[config.mk]
export PLATFORM = sky130hd
export DESIGN_NAME = timer16
export DESIGN_NICKNAME = d
export VERILOG_FILES = /design/src/include/tmr_pkg.sv /design/src/rtl/timer16.sv
export SDC_FILE = /design/constraint.sdc
export NUM_CORES = 1
export LEC_CHECK = 0
export BUFFER_PORTS_ARGS = -buffer_cell sky130_fd_sc_hd__buf_2
export CORE_UTILIZATION = 40
export DETAILED_ROUTE_END_ITERATION = 6
export GPL_ROUTABILITY_DRIVEN = 0
export GPL_TIMING_DRIVEN = 0
export HOLD_SLACK_MARGIN = 0.06
export PLACE_DENSITY = 0.61
export SETUP_SLACK_MARGIN = 0.15
export SKIP_LAST_GASP = 1
export SYNTH_ARGS = -nofsm -noshare
export SYNTH_HDL_FRONTEND = slang
export SYNTH_SLANG_ARGS = --single-unit
[constraint.sdc]
create_clock -name clk -period 7.4 [get_ports clk]
set_clock_uncertainty 0.1 [all_clocks]
set_input_delay 0.37 -clock clk [delete_from_list [all_inputs] [get_ports clk]]
set_output_delay 0.37 -clock clk [all_outputs]
set_load 0.1 [all_outputs]
[src/include/tmr_pkg.sv]
// Constants and types for the 16-bit timer/counter
package tmr_pkg;
    localparam int ADDR_W = 8;
    localparam logic [7:0] OFS_CTRL = 8'h00;
    localparam logic [7:0] OFS_LOW = 8'h04;
    localparam logic [7:0] OFS_HIGH = 8'h08;
    localparam logic [7:0] OFS_FLAGS = 8'h0C;
    localparam logic [7:0] OFS_ENABLES = 8'h10;
    localparam logic [7:0] OFS_PRIORITY = 8'h14;
    localparam logic [7:0] CTRL_RESET = 8'h00;
    localparam logic [7:0] BYTE_RESET = 8'h00;
    localparam logic [15:0] COUNT_RESET = 16'h0000;
    localparam logic [15:0] COUNT_MAX = 16'hFFFF;
    localparam int OVF_BIT = 1;
    localparam logic [3:0] SPECIAL_EVENT_MODE = 4'hB;
    localparam logic [1:0] RESP_OKAY = 2'h0;
    localparam logic [1:0] RESP_SLVERR = 2'h2;
    // Instruction clock is the core clock divided by four
    localparam logic [1:0] INSTR_DIV_LAST = 2'h3;

    typedef enum {
        SEL_CTRL, SEL_LOW, SEL_HIGH, SEL_FLAGS,
        SEL_ENABLES, SEL_PRIORITY, SEL_NONE
    } reg_sel_t;

    typedef struct packed {
        logic wide_access_mode;
        logic tb_sel_hi;
        logic [1:0] input_prescale_select;
        logic tb_sel_lo;
        logic ext_sync_bypass;
        logic count_source_select;
        logic counter_run;
    } timer_control_t;

    typedef struct packed {
        logic [1:0] event_trigger;
        logic [3:0] unit1_mode;
        logic [3:0] unit2_mode;
    } compare_in_t;

    typedef struct packed {
        logic unit1_uses_this;
        logic unit2_uses_this;
    } timebase_out_t;
endpackage

[src/rtl/timer16.sv]
// 16-bit timer/counter with AXI4-Lite register access
`timescale 1ns/10ps
// Notes on behaviour
// Control bit 7 selects buffered 16-bit access, else two plain byte accesses.
// Timebase field bits 6,3: 1x both units, 01 second unit only, 00 none.
// Prescale bits 5-4: 11 8, 10 4, 01 2, 00 1.
// External source: bit 2 set bypasses sync, clear synchronises; ignored internally.
// Bit 1 clear counts instruction clock; set counts edges after first fall.
// Bit 0 set lets the counter advance; clear holds it stopped.
// Modes timer, sync counter, async counter from source and sync bits.
// Companion oscillator on: shared pins are inputs and read as zero.
// Wide mode: low-byte read copies live high byte into buffer.
// Wide mode: high writes hit buffer; low write loads both bytes.
// High-byte writes keep prescaler; only low-byte writes clear it.
// Companion oscillator drives the count when enabled and source bit set.
// Counter counts 0000h up to FFFFh then wraps to 0000h.
// Wrap sets overflow flag; request raised only when its enable is set.
// Special-event trigger from a unit using this timer resets counter.
// Special-event reset is not guaranteed in asynchronous counter mode.
// A counter write in the trigger cycle wins over the reset.
// Special-event resets never set the overflow flag.
// Overflow flag holds until software writes zero to it.
// Byte mode reads and writes the live counter bytes directly.
module timer16 (
    input wire logic clk,
    input wire logic rst,
    input wire logic [7:0] s_axi_awaddr,
    input wire logic s_axi_awvalid,
    output logic s_axi_awready,
    input wire logic [31:0] s_axi_wdata,
    input wire logic [3:0] s_axi_wstrb,
    input wire logic s_axi_wvalid,
    output logic s_axi_wready,
    output logic [1:0] s_axi_bresp,
    output logic s_axi_bvalid,
    input wire logic s_axi_bready,
    input wire logic [7:0] s_axi_araddr,
    input wire logic s_axi_arvalid,
    output logic s_axi_arready,
    output logic [31:0] s_axi_rdata,
    output logic [1:0] s_axi_rresp,
    output logic s_axi_rvalid,
    input wire logic s_axi_rready,
    input wire logic external_count_pin,
    input wire logic companion_osc_clk,
    input wire logic companion_osc_enable,
    input wire logic [1:0] port_direction_bits,
    input wire logic [1:0] shared_pin_in,
    output logic [1:0] shared_pin_oe,
    output logic [1:0] shared_pin_read,
    input wire tmr_pkg::compare_in_t compare_in,
    output tmr_pkg::timebase_out_t timebase_out,
    output logic overflow_irq
);
    function automatic tmr_pkg::reg_sel_t reg_sel(
        input logic [7:0] a);
        tmr_pkg::reg_sel_t s;
        s = tmr_pkg::SEL_NONE;
        unique case (a)
            tmr_pkg::OFS_CTRL: s = tmr_pkg::SEL_CTRL;
            tmr_pkg::OFS_LOW: s = tmr_pkg::SEL_LOW;
            tmr_pkg::OFS_HIGH: s = tmr_pkg::SEL_HIGH;
            tmr_pkg::OFS_FLAGS: s = tmr_pkg::SEL_FLAGS;
            tmr_pkg::OFS_ENABLES: s = tmr_pkg::SEL_ENABLES;
            tmr_pkg::OFS_PRIORITY: s = tmr_pkg::SEL_PRIORITY;
            default: s = tmr_pkg::SEL_NONE;
        endcase
        return s;
    endfunction

    function automatic logic [2:0] presc_last(input logic [1:0] code);
        logic [2:0] v;
        v = 3'h0;
        unique case (code)
            2'h0: v = 3'h0;
            2'h1: v = 3'h1;
            2'h2: v = 3'h3;
            2'h3: v = 3'h7;
        endcase
        return v;
    endfunction

    tmr_pkg::timer_control_t ctrl_r;
    logic [15:0] count_r;
    logic [7:0] hbuf_r;
    logic [7:0] flags_r;
    logic [7:0] enables_r;
    logic [7:0] priority_r;
    logic wr_rdy_r;
    logic rd_rdy_r;
    logic bvalid_r;
    logic [1:0] bresp_r;
    logic rvalid_r;
    logic [1:0] rresp_r;
    logic [31:0] rdata_r;
    logic [1:0] div_r;
    logic [2:0] ps_r;
    logic sync1_r;
    logic sync2_r;
    logic raw_r;
    logic prev_r;
    logic armed_r;
    logic [1:0] pin_oe_r;
    logic [1:0] pin_rd_r;
    tmr_pkg::timebase_out_t tb_r;
    logic irq_r;

    logic wr_fire;
    logic rd_fire;
    tmr_pkg::reg_sel_t wsel;
    tmr_pkg::reg_sel_t rsel;
    logic [7:0] wbyte;
    logic wlane;
    logic wr_low;
    logic wr_high;
    logic wr_count;
    logic instr_en;
    logic src_level;
    logic sample;
    logic ext_edge;
    logic count_in;
    logic tick;
    logic async_mode;
    logic [1:0] uses_this;
    logic trig_hit;
    logic wrap;

    // Bus handshake
    assign wr_fire = s_axi_awvalid & wr_rdy_r & s_axi_wvalid;
    assign rd_fire = s_axi_arvalid & rd_rdy_r;
    assign wsel = reg_sel(s_axi_awaddr);
    assign rsel = reg_sel(s_axi_araddr);
    assign wbyte = s_axi_wdata[7:0];
    assign wlane = s_axi_wstrb[0];
    assign wr_low = wr_fire & wlane & (wsel == tmr_pkg::SEL_LOW);
    assign wr_high = wr_fire & wlane & (wsel == tmr_pkg::SEL_HIGH);
    assign wr_count = wr_low | (wr_high & ~ctrl_r.wide_access_mode);

    always_ff @(posedge clk or posedge rst) begin
        if (rst) begin
            wr_rdy_r <= 1'b0;
            bvalid_r <= 1'b0;
            bresp_r <= tmr_pkg::RESP_OKAY;
        end else if (wr_fire) begin
            wr_rdy_r <= 1'b0;
            bvalid_r <= 1'b1;
            bresp_r <= (wsel == tmr_pkg::SEL_NONE) ?
                tmr_pkg::RESP_SLVERR : tmr_pkg::RESP_OKAY;
        end else begin
            wr_rdy_r <= s_axi_awvalid & s_axi_wvalid & ~bvalid_r
                & ~wr_rdy_r;
            if (bvalid_r & s_axi_bready) begin
                bvalid_r <= 1'b0;
            end
        end
    end

    always_ff @(posedge clk or posedge rst) begin
        if (rst) begin
            rd_rdy_r <= 1'b0;
            rvalid_r <= 1'b0;
            rresp_r <= tmr_pkg::RESP_OKAY;
            rdata_r <= 32'h0000_0000;
        end else if (rd_fire) begin
            rd_rdy_r <= 1'b0;
            rvalid_r <= 1'b1;
            rresp_r <= tmr_pkg::RESP_OKAY;
            rdata_r <= 32'h0000_0000;
            unique case (rsel)
                tmr_pkg::SEL_CTRL: rdata_r[7:0] <= ctrl_r;
                tmr_pkg::SEL_LOW: rdata_r[7:0] <= count_r[7:0];
                tmr_pkg::SEL_HIGH: begin
                    rdata_r[7:0] <= ctrl_r.wide_access_mode ?
                        hbuf_r : count_r[15:8]; // see R9
                end
                tmr_pkg::SEL_FLAGS: rdata_r[7:0] <= flags_r;
                tmr_pkg::SEL_ENABLES: rdata_r[7:0] <= enables_r;
                tmr_pkg::SEL_PRIORITY: rdata_r[7:0] <= priority_r;
                tmr_pkg::SEL_NONE: rresp_r <= tmr_pkg::RESP_SLVERR;
            endcase
        end else begin
            rd_rdy_r <= s_axi_arvalid & ~rvalid_r & ~rd_rdy_r;
            if (rvalid_r & s_axi_rready) begin
                rvalid_r <= 1'b0;
            end
        end
    end

    // Plain storage registers
    always_ff @(posedge clk or posedge rst) begin
        if (rst) begin
            ctrl_r <= tmr_pkg::CTRL_RESET;
            enables_r <= tmr_pkg::BYTE_RESET;
            priority_r <= tmr_pkg::BYTE_RESET;
        end else if (wr_fire & wlane) begin
            if (wsel == tmr_pkg::SEL_CTRL) begin
                ctrl_r <= wbyte;
            end
            if (wsel == tmr_pkg::SEL_ENABLES) begin
                enables_r <= wbyte;
            end
            if (wsel == tmr_pkg::SEL_PRIORITY) begin
                priority_r <= wbyte;
            end
        end
    end

    // High-byte buffer
    always_ff @(posedge clk or posedge rst) begin
        if (rst) begin
            hbuf_r <= tmr_pkg::BYTE_RESET;
        end else if (ctrl_r.wide_access_mode) begin
            if (wr_high) begin
                hbuf_r <= wbyte;
            end else if (rd_fire & (rsel == tmr_pkg::SEL_LOW)) begin
                hbuf_r <= count_r[15:8];
            end
        end
    end

    // Count source
    always_ff @(posedge clk or posedge rst) begin
        if (rst) begin
            div_r <= 2'h0;
        end else begin
            div_r <= div_r + 2'h1;
        end
    end
    assign instr_en = (div_r == tmr_pkg::INSTR_DIV_LAST);

    // Companion oscillator replaces the pin when enabled
    assign src_level = companion_osc_enable ?
        companion_osc_clk : external_count_pin;

    always_ff @(posedge clk or posedge rst) begin
        if (rst) begin
            sync1_r <= 1'b0;
            sync2_r <= 1'b0;
            raw_r <= 1'b0;
            prev_r <= 1'b0;
        end else begin
            sync1_r <= src_level;
            sync2_r <= sync1_r;
            raw_r <= src_level;
            prev_r <= sample;
        end
    end
    // Bypass path has one flop less latency
    assign sample = ctrl_r.ext_sync_bypass ? raw_r : sync2_r;

    always_ff @(posedge clk or posedge rst) begin
        if (rst) begin
            armed_r <= 1'b0;
        end else if (!ctrl_r.count_source_select) begin
            armed_r <= 1'b0;
        end else if (prev_r & ~sample) begin
            armed_r <= 1'b1;
        end
    end
    assign ext_edge = armed_r & sample & ~prev_r;
    assign count_in = ctrl_r.count_source_select ?
        ext_edge : instr_en; // see R5

    // Prescaler
    always_ff @(posedge clk or posedge rst) begin
        if (rst) begin
            ps_r <= 3'h0;
        end else if (wr_low) begin
            ps_r <= 3'h0;
        end else if (ctrl_r.counter_run & count_in) begin
            if (ps_r >= presc_last(ctrl_r.input_prescale_select)) begin
                ps_r <= 3'h0;
            end else begin
                ps_r <= ps_r + 3'h1;
            end
        end
    end
    assign tick = ctrl_r.counter_run & count_in
        & (ps_r >= presc_last(ctrl_r.input_prescale_select)); // see R3

    // Timebase selection and special event
    assign uses_this[0] = ctrl_r.tb_sel_hi;
    assign uses_this[1] = ctrl_r.tb_sel_hi | ctrl_r.tb_sel_lo;
    assign async_mode = ctrl_r.count_source_select
        & ctrl_r.ext_sync_bypass;
    assign trig_hit = ~async_mode & (
        (compare_in.event_trigger[0] & uses_this[0]
         & (compare_in.unit1_mode == tmr_pkg::SPECIAL_EVENT_MODE))
        | (compare_in.event_trigger[1] & uses_this[1]
         & (compare_in.unit2_mode == tmr_pkg::SPECIAL_EVENT_MODE)));
    assign wrap = tick & (count_r == tmr_pkg::COUNT_MAX);

    // Counter
    always_ff @(posedge clk or posedge rst) begin
        if (rst) begin
            count_r <= tmr_pkg::COUNT_RESET;
        end else if (wr_count) begin
            if (wr_low) begin
                count_r[7:0] <= wbyte;
                if (ctrl_r.wide_access_mode) begin
                    count_r[15:8] <= hbuf_r;
                end
            end else begin
                count_r[15:8] <= wbyte;
            end
        end else if (trig_hit) begin
            count_r <= tmr_pkg::COUNT_RESET;
        end else if (tick) begin
            count_r <= count_r + 16'h0001;
        end
    end

    // Overflow flag, set wins over clear
    always_ff @(posedge clk or posedge rst) begin
        if (rst) begin
            flags_r <= tmr_pkg::BYTE_RESET;
        end else begin
            if (wr_fire & wlane & (wsel == tmr_pkg::SEL_FLAGS)) begin
                flags_r <= wbyte & flags_r;
            end
            if (wrap & ~wr_count & ~trig_hit) begin
                flags_r[tmr_pkg::OVF_BIT] <= 1'b1; // see R14
            end
        end
    end

    // Registered outputs
    always_ff @(posedge clk or posedge rst) begin
        if (rst) begin
            irq_r <= 1'b0;
            tb_r <= '0;
        end else begin
            irq_r <= flags_r[tmr_pkg::OVF_BIT]
                & enables_r[tmr_pkg::OVF_BIT];
            tb_r.unit1_uses_this <= uses_this[0];
            tb_r.unit2_uses_this <= uses_this[1];
        end
    end

    always_ff @(posedge clk or posedge rst) begin
        if (rst) begin
            pin_oe_r <= 2'h0;
            pin_rd_r <= 2'h0;
        end else if (companion_osc_enable) begin
            pin_oe_r <= 2'h0;
            pin_rd_r <= 2'h0;
        end else begin
            pin_oe_r <= ~port_direction_bits;
            pin_rd_r <= shared_pin_in;
        end
    end

    assign s_axi_awready = wr_rdy_r;
    assign s_axi_wready = wr_rdy_r;
    assign s_axi_bvalid = bvalid_r;
    assign s_axi_bresp = bresp_r;
    assign s_axi_arready = rd_rdy_r;
    assign s_axi_rvalid = rvalid_r;
    assign s_axi_rresp = rresp_r;
    assign s_axi_rdata = rdata_r;
    assign shared_pin_oe = pin_oe_r;
    assign shared_pin_read = pin_rd_r;
    assign timebase_out = tb_r;
    assign overflow_irq = irq_r;
endmodule

==> impl_metrics.yaml, run 1 <==
run_status:
  outcome: "finished with violations"
  violations: "DRC"
route:
  drt-total-wl_um: 12700
  dr.pass1.iters: 6
  final_antenna_net_count: 0
  drc: 14
  vias_per_cell: 5.50
  wl_per_cell_um: 16.9
  vias: 4120
  initialDrtViolationCount: 296
timing:
  max_freq_ghz: 0.342
  hold_ws_ns: 0.0778
  rsz0062_at_grt: "false"
  worst_slack_ns: 4.47
  relSlewSlack: 0.467
  timing_worst_slew_pin_value_ns: 0.794
  hold_viol: 0
  setup_viol: 0
  tns_ns: 0
  fin_crit_ns: 2.93
  finalMaxSlewViolations: 0
  finalCritPeriodShare: 0.395
synth:
  syn_area_per_cell_um2: 9.83
  synth_cell_type_count: 61
  ys_ff_latch: 86
  synth_edf_count: 0
  yosysSeqAreaShare: 0.444
  synth_warnings: 0
  synthCells: 493
  syn-cell-area_um2: 4850
  yosys_most_used_dff: "dfrtp_1"
  synthArstFlopShare: 1.00
clock_tree:
  cts_max_path_buffers: 2
  cts_tree: "yes"
  cts_repair_resize_count: 0
  clock_sinks: 86
  clk_pin_slew_ns: 0.07
  cts_max_level: 3
  cts_buffers: 9
  cts-root-buf: "clkbuf_16"
  clk-insertion-delay-late_ns: 0.34
worst_setup_path:
  r2r_slack_ns: 4.47
  worstSetupPathDepth: 9
  timing.rr.end: "count_r[15]"
  critPathLaunchType: "register"
  end_kind: "register"
  crit_slowest_cell: "dfrtp_1"
  reg2reg_from: "ctrl_r[5]"
  crit_start: "ctrl_r[5]"
  r2r_cells: 9
  path_cells: "or2_2 -> ha_1 -> nor2b_1 -> o21ai_0 -> and2_1 -> clkbuf_1 -> nand2_1 -> o31ai_1 -> a2bb2oi_1"
  timing.critical_path.max_delay_family: "compound AO/OA/AOI/OAI gates"
  critPathBufInv: 1
  crit_end: "count_r[15]"
  critPathMaxStageDelay_ns: 0.46
  path_class: "reg -> reg"
  required_ns: 7.52
  cp.arrival_ns: 3.04
  crit_fanout: 10
global_routing:
  grt_max_degree: 61
  grtUsageMet2: 0.335
  grt_first_pass_wirelength_um: 20200
  use_met3: 0.0389
  met1_usage: 0.283
  antenna_found_initial: 0
  track_usage: 0.209
  grt_pass1_vias: 3825
  gr-max-usage-layer: "met2"
  grt_overflow_total: 0
layout:
  final_nets: 684
  drive_gt1_frac: 0.279
  mostFrequentLayoutCell: "dfrtp_1"
  final_cell_area_um2: 5860
  layout.cells.most_common_list: "dfrtp_1 (86), buf_2 (72), nand2_1 (48)"
  area_growth_pct: 20.9
  diodes: 0
die:
  rows: 39
  fp.dieH_um: 112
  pin_count: 124
  die_w_um: 112
  start_util: 0.417
  core_um2: 11600
  die_area_um2: 12600
flow_run:
  drv_cap: 0
placed_design:
  pre_cts_ws_ns: 4.42
  io_buffers: 70
  place_area_um2: 5500
  dp_hpwl_um: 9410
power:
  peakVddDrop_mv: 0.0980
  power.density_nw_per_um2: 203
  total_leakage_power_nw: 2.79
worst_hold_path:
  hold_class: "in -> reg"
==> where the power goes <==
| part | internal (mW) | total (mW) | switching [mW] |
|---|---|---|---|
| Sequential | 0.479 | 0.485 | 0.00621 |
| Combinational | 0.0365 | 0.181 | 0.144 |
| Clock | 0.340 | 0.522 | 0.182 |
==> cell type report <==
cell class              count  area (um2)
flip-flops and latches     86        2150
plain buffers              43         265
clock buffers              11         243
well taps                 143         179
multi-input cells         375        2470
fillers                  1095        5750
inverters                  14        55.1
repair buffers             72         388
clock inverters             5         106
==> cells in the mapped netlist (3+ instances only) <==
cell,number,share of area
o21ai_0,26,0.027
a31oi_1,6,0.0077
o22a_1,4,0.0072
and3_1,8,0.010
nor3_1,5,0.0052
a22oi_1,4,0.0062
a2bb2oi_1,3,0.0054
o21a_1,8,0.012
a21oi_1,29,0.030
nand2_2,3,0.0039
o31ai_1,5,0.0077
mux2i_1,20,0.041
o22ai_1,10,0.013
xor2_1,3,0.0054
nand2_1,48,0.037
a211oi_1,7,0.011
and2_1,12,0.015
a21boi_1,3,0.0046
inv_1,14,0.011
nand4_1,6,0.0077
buf_4,27,0.042
dfrtp_1,86,0.44
nand3_1,14,0.014
mux2_2,38,0.088
nor2b_1,8,0.010
clkbuf_1,13,0.010
ha_1,7,0.018
nor2_1,31,0.024
==> sequential cells by signal (all words and copies together), names as in the netlist, 3 cells and up <==
| name | count |
|---|---|
| count_r | 16 |
| ctrl_r | 8 |
| enables_r | 8 |
| flags_r | 8 |
| hbuf_r | 8 |
| priority_r | 8 |
| s_axi_rdata | 8 |
| ps_r | 3 |
==> how the worst min path moves through the flow <==
stage | from | to | slack [ns] | cells past startpoint
final | port_direction_bits[1] | shared_pin_oe[1] | 0.08 | 2
after detailed placement | rst | div_r[0] | 0.27 | 2
after global routing | port_direction_bits[1] | shared_pin_oe[1] | 0.07 | 2
after global placement | raw_r | sync2_r | 0.27 | 0
after CTS | port_direction_bits[1] | shared_pin_oe[1] | 0.07 | 2
after floorplan | raw_r | sync2_r | 0.25 | 0
==> cell families after synthesis <==
| kind of cell | Yosys count | synth area share |
|---|---|---|
| other | 1 | 0.000773 |
| buffers and inverters | 57 | 0.0655 |
| flip-flops | 86 | 0.444 |
| AO/OA/AOI/OAI | 122 | 0.166 |
| XOR/XNOR | 3 | 0.00542 |
| multiplexers | 58 | 0.130 |
| adder cells (fa/ha/maj) | 7 | 0.0181 |
| AND/OR/NAND/NOR | 159 | 0.170 |
==> timing repair <==
item                                    CTS  global route
hold buffers                              1             0
setup buffers                             0             0
endpoints found under the setup margin    0             0
hold endpoints to repair                 26             0
==> per-layer routing <==
layer / share of wire / wire (um) / vias to the layer above
met5: 0 / 0 / -
li1: - / - / 1944
met2: 0.47 / 5940 / 168
met4: 0.023 / 290 / 0
met3: 0.067 / 853 / 24
met1: 0.44 / 5600 / 1984
==> per-stage QoR <==
step	power, mW	std cells	util
3_5_place_dp	0.674	732	0.474
2_1_floorplan	0.634	518	-
4_1_cts	1.20	749	0.505
6_report	1.19	749	0.505
3_3_place_gp	0.670	731	0.471
5_1_grt	1.22	749	0.505
Power figures use the tool's default switching activity.
==> run 2, diff against run 1 <==
PLACE_DENSITY = 0.63   (was 0.61)
clock period = 2.4 ns   (was 7.4 ns; I/O delays follow)
==> run 2 against run 1 <==
The flow still finishes with violations (DRC). Routed wire length rose by 4.0%. Die area unchanged. Non-clock buffer count rose by 28. Via count rose by 1.8%. Flip-flop and latch count unchanged. Combinational power increased to 3.3 times the previous value. Design area rose by 6.2%.
==> impl_metrics.yaml, run 2 (synthesized netlist as in run 1, its figures left out) <==
run_status:
  outcome: "finished with violations"
  violations: "DRC"
die:
  rows: 39
  pin_count: 124
  die_w_um: 112
  core_um2: 11600
  die_area_um2: 12600
  fp.dieH_um: 112
  start_util: 0.417
layout:
  drive_gt1_frac: 0.317
  mostFrequentLayoutCell: "dfrtp_1"
  regMostFlops: "count_r"
  diodes: 0
  largest_reg_flops: 16
  final_nets: 712
  area_growth_pct: 28.4
  layout.cells.most_common_list: "dfrtp_1 (83), buf_2 (72), nand2_1 (45)"
worst_setup_path:
  path_cells: "dlygate4sd3_1 -> buf_2 -> nand4_1 -> nor4_4 -> buf_4 -> nand2_2 -> o21ai_1 -> nand2_2 -> mux2_2"
  crit_top_cell: "nand2_2"
  timing.critical_path.max_delay_family: "buffers and inverters"
  crit_slowest_cell: "dlygate4sd3_1"
  crit_fanout: 10
  end_kind: "register"
  path_class: "in -> reg"
  r2r_slack_ns: 0.22
  critPathMaxStageDelay_ns: 0.52
  cp.arrival_ns: 2.30
  critPathBufInv: 3
  critPathLaunchType: "input pin"
  required_ns: 2.52
global_routing:
  grt_first_pass_wirelength_um: 21000
  grt_overflow_total: 0
  antenna_found_initial: 0
  grt_pass1_vias: 4048
  grt_max_degree: 33
  track_usage: 0.214
route:
  final_antenna_net_count: 0
  drc: 13
  dr.pass1.iters: 7
  wl_per_cell_um: 17.0
  drt-total-wl_um: 13200
  vias: 4195
  vias_per_cell: 5.40
  initialDrtViolationCount: 264
clock_tree:
  cts_buffers: 9
  cts-root-buf: "clkbuf_16"
  clk_pin_slew_ns: 0.06
  clk-insertion-delay-late_ns: 0.34
  cts_max_level: 3
  cts_max_path_buffers: 2
  cts_tree: "yes"
  clock_sinks: 86
placed_design:
  dp_hpwl_um: 9610
  pre_cts_ws_ns: -0.264
  io_buffers: 70
timing:
  worst_slack_ns: 0.220
  timing_worst_slew_pin_value_ns: 0.673
  rsz0062_at_grt: "true"
  relSlewSlack: 0.550
  finalCritPeriodShare: 0.909
  hold_viol: 0
  setup_viol: 0
  finalMaxSlewViolations: 0
  max_freq_ghz: 0.459
  tns_ns: 0
  fin_crit_ns: 2.18
worst_hold_path:
  hold_class: "in -> reg"
power:
  total_leakage_power_nw: 2.93
  power.density_nw_per_um2: 565
  peakVddDrop_mv: 0.350
  totalPowerFinal_mw: 3.52
flow_run:
  drv_cap: 0
-- run 2: cell count changes in the layout (fill, tap and decap cells not counted), moves of 3 or more --
cell	delta
dlygate4sd3_1	+19
dfrtp_1	-3
inv_6	+3
o21ai_0	-3
nand3_1	-3
dfrtp_2	+3
nand2_1	-3
clkinvlp_4	+3
buf_4	+8
clkbuf_1	-3
-- run 2: cell type report --
cell class              instances  area (um2)
flip-flops and latches         86        2160
clock buffers                   9         225
plain buffers                  43         282
repair buffers                100         668
inverters                      14        56.3
well taps                     143         179
multi-input cells             375        2580
clock inverters                 7        78.8
fillers                      1039        5390
-- run 2: path summary, 6_finish.rpt --
kind | startpoint | to | depth (start not counted)
setup / recovery | s_axi_awvalid | hbuf_r[7] | 9
max in group asynchronous | rst | s_axi_awready | 4
hold / removal | s_axi_wdata[5] | flags_r[5] | 2
hold reg to reg | raw_r | sync2_r | 0
min in group asynchronous | rst | shared_pin_read[0] | 3
setup reg to reg | ctrl_r[4] | count_r[9] | 9
-- run 2: metal layers --
layer	track usage	vias to the layer above	routed length (um)
met4	0.0729	0	222
met3	0.0286	17	708
met1	0.281	2030	5930
li1	-	1998	-
met5	0	-	0
met2	0.367	150	6320
-- run 2: stage by stage --
step	hold WS, ns	instance area, um2	util	cells
final	0.0636	6220	0.536	777
after global placement	0.170	5480	0.472	731
after floorplan	0.0807	4950	-	518
after global routing	0.0781	6220	0.536	777
after detailed placement	0.151	5520	0.475	733
after CTS	0.0746	6070	0.523	770
-- run 2: where the power goes --
group | internal (mW) | switching [mW] | leakage (nW) | total, mW
registers | 1.48 | 0.0197 | 1.14 | 1.50
logic | 0.138 | 0.455 | 1.66 | 0.593
clock network | 0.818 | 0.614 | 0.139 | 1.43
-- run 2: repair_timing --
item,4_1_cts,5_1_grt
endpoints found under the hold margin,43,0
hold buffers,20,0
pin swaps,2,7
endpoints found under the setup margin,19,30
buffers inserted,1,6
gates resized for setup,13,22
cloned,0,1
==> run 3, diff against run 2 <==
RECOVER_POWER = 50   (was not set)
==> run 3 against run 2 <==
The run still ends with DRC left. Count of clock-buffer cells in the layout did not move. Maximum frequency fell by 1.5%. Cell count did not move. Via count is 0.74% higher. Non-clock buffer count stayed put. Highest routed layer unchanged. Utilization is essentially flat. Flip-flop and latch count stayed put. Sequential power about the same.
==> impl_metrics.yaml, run 3 (synthesized netlist as in run 1, its figures left out) <==
clock_tree:
  cts-root-buf: "clkbuf_16"
  cts_max_path_buffers: 2
  clk-insertion-delay-late_ns: 0.34
  cts_max_level: 3
  cts_buffers: 9
  clock_sinks: 86
  cts_tree: "yes"
  clk_pin_slew_ns: 0.06
worst_hold_path:
  holdPathEnd: "flags_r[5]"
  hold_class: "in -> reg"
  worstHoldPathCells: 2
  hold_start: "s_axi_wdata[5]"
route:
  initialDrtViolationCount: 266
  final_antenna_net_count: 0
  drc: 14
  vias: 4226
  dr.pass1.iters: 7
  drt-total-wl_um: 13200
  vias_per_cell: 5.44
  wl_per_cell_um: 17.0
timing:
  worst_slack_ns: 0.187
  hold_viol: 0
  timing_worst_slew_pin_value_ns: 1.34
  hold_ws_ns: 0.0634
  finalCritPeriodShare: 0.922
  finalMaxSlewViolations: 0
  relSlewSlack: 0.0998
  max_freq_ghz: 0.452
  setup_viol: 0
  rsz0062_at_grt: "true"
  fin_crit_ns: 2.21
placed_design:
  pre_cts_ws_ns: -0.264
  io_buffers: 70
  dp_hpwl_um: 9610
  dp_cells: 733
  place_area_um2: 5520
die:
  die_area_um2: 12600
  start_util: 0.417
  rows: 39
  pin_count: 124
  die_w_um: 112
  fp.dieH_um: 112
  core_um2: 11600
worst_setup_path:
  critPathLaunchType: "input pin"
  r2r_slack_ns: 0.23
  crit_fanout: 10
  path_class: "in -> reg"
  crit_slowest_cell: "dlygate4sd3_1"
  timing.rr.end: "count_r[9]"
  crit_top_cell: "nand2_2"
  critPathMaxStageDelay_ns: 0.52
  r2r_cells: 9
  reg2reg_from: "ctrl_r[4]"
  cp.arrival_ns: 2.33
  end_kind: "register"
  required_ns: 2.52
  path_cells: "dlygate4sd3_1 -> clkbuf_1 -> nand4_1 -> nor4_4 -> buf_4 -> nand2_2 -> o21ai_1 -> nand2_2 -> mux2_2"
layout:
  multiInputGateArea_um2: 2580
  diodes: 0
  regMostFlops: "count_r"
  final_cell_area_um2: 6220
  n_fill_cell: 1042
  regArea_um2: 2160
  final_nets: 712
  drive_gt1_frac: 0.314
  layout.cells.most_common_list: "dfrtp_1 (83), buf_2 (70), nand2_1 (45)"
  fin_cells: 777
  largest_reg_flops: 16
  mostFrequentLayoutCell: "dfrtp_1"
  area_growth_pct: 28.3
run_status:
  outcome: "finished with violations"
  violations: "DRC"
power:
  peakVddDrop_mv: 0.351
  total_leakage_power_nw: 2.92
  power.density_nw_per_um2: 566
flow_run:
  drv_cap: 0
global_routing:
  grt_max_degree: 33
  grt_overflow_total: 0
  grt_first_pass_wirelength_um: 21000
  grt_pass1_vias: 4048
  antenna_found_initial: 0
  track_usage: 0.214
[run 3: cell count changes in the layout (fill, tap and decap cells not counted)]
cell,before,now
clkinvlp_2,0,1
and2_1,11,10
clkinvlp_4,4,3
clkbuf_1,11,13
and2_0,1,2
buf_2,72,70
[run 3: final cells by class]
type / instances / area share
Clock buffer: 9 / 0.0362
Multi-Input combinational cell: 375 / 0.415
Sequential cell: 86 / 0.347
Tap cell: 143 / 0.0288
Clock inverter: 7 / 0.0127
Timing Repair Buffer: 100 / 0.107
Buffer: 43 / 0.0453
Inverter: 14 / 0.00865
[run 3: layer usage]
| layer | global-route usage | vias to the layer above | wire length, um |
|---|---|---|---|
| met5 | 0 | - | 0 |
| met4 | 0.0729 | 0 | 248 |
| met3 | 0.0286 | 26 | 765 |
| met2 | 0.367 | 176 | 6290 |
| met1 | 0.281 | 2025 | 5880 |
| li1 | - | 1999 | - |
[run 3: repair_timing]
action                     in CTS  in global routing
gates resized for setup        13                 22
pin swaps                       2                  7
hold buffers                   20                  0
cloned                          0                  1
hold endpoints to repair       43                  0
setup endpoints to repair      19                 30
setup buffers                   1                  6
[run 3: how the worst max path moves through the flow]
stage | end | startpoint | cells past startpoint
floorplan | s_axi_rdata[2] | s_axi_araddr[7] | 6
global route | hbuf_r[7] | s_axi_awvalid | 9
global placement | count_r[15] | ctrl_r[4] | 9
CTS | count_r[15] | ctrl_r[4] | 9
detailed placement | count_r[14] | ctrl_r[4] | 9
finish | hbuf_r[7] | s_axi_awvalid | 9
[run 3: report_power, final]
| part | switching, mW | internal (mW) | leakage [nW] |
|---|---|---|---|
| logic | 0.455 | 0.137 | 1.65 |
| clock network | 0.614 | 0.818 | 0.139 |
| registers | 0.0198 | 1.48 | 1.14 |
| total | 1.09 | 2.43 | 2.92 |
[run 3: critical path, delay by kind of cell]
kind	cells	cell delay (ns)
AOI/OAI and AO/OA	1	0.16
buffers and inverters	3	0.85
muxes	1	0.33
and+or+nand+nor	4	0.85
[run 3: through the flow]
| stage | util | TNS (ns) | total power [mW] |
|---|---|---|---|
| finish | 0.536 | 0 | 3.52 |
| global route | 0.536 | 0 | 3.63 |
| CTS | 0.523 | 0 | 3.53 |
| detailed placement | 0.475 | -3.21 | 2.08 |
| global placement | 0.472 | -2.71 | 2.07 |
| floorplan | - | 0 | 1.95 |
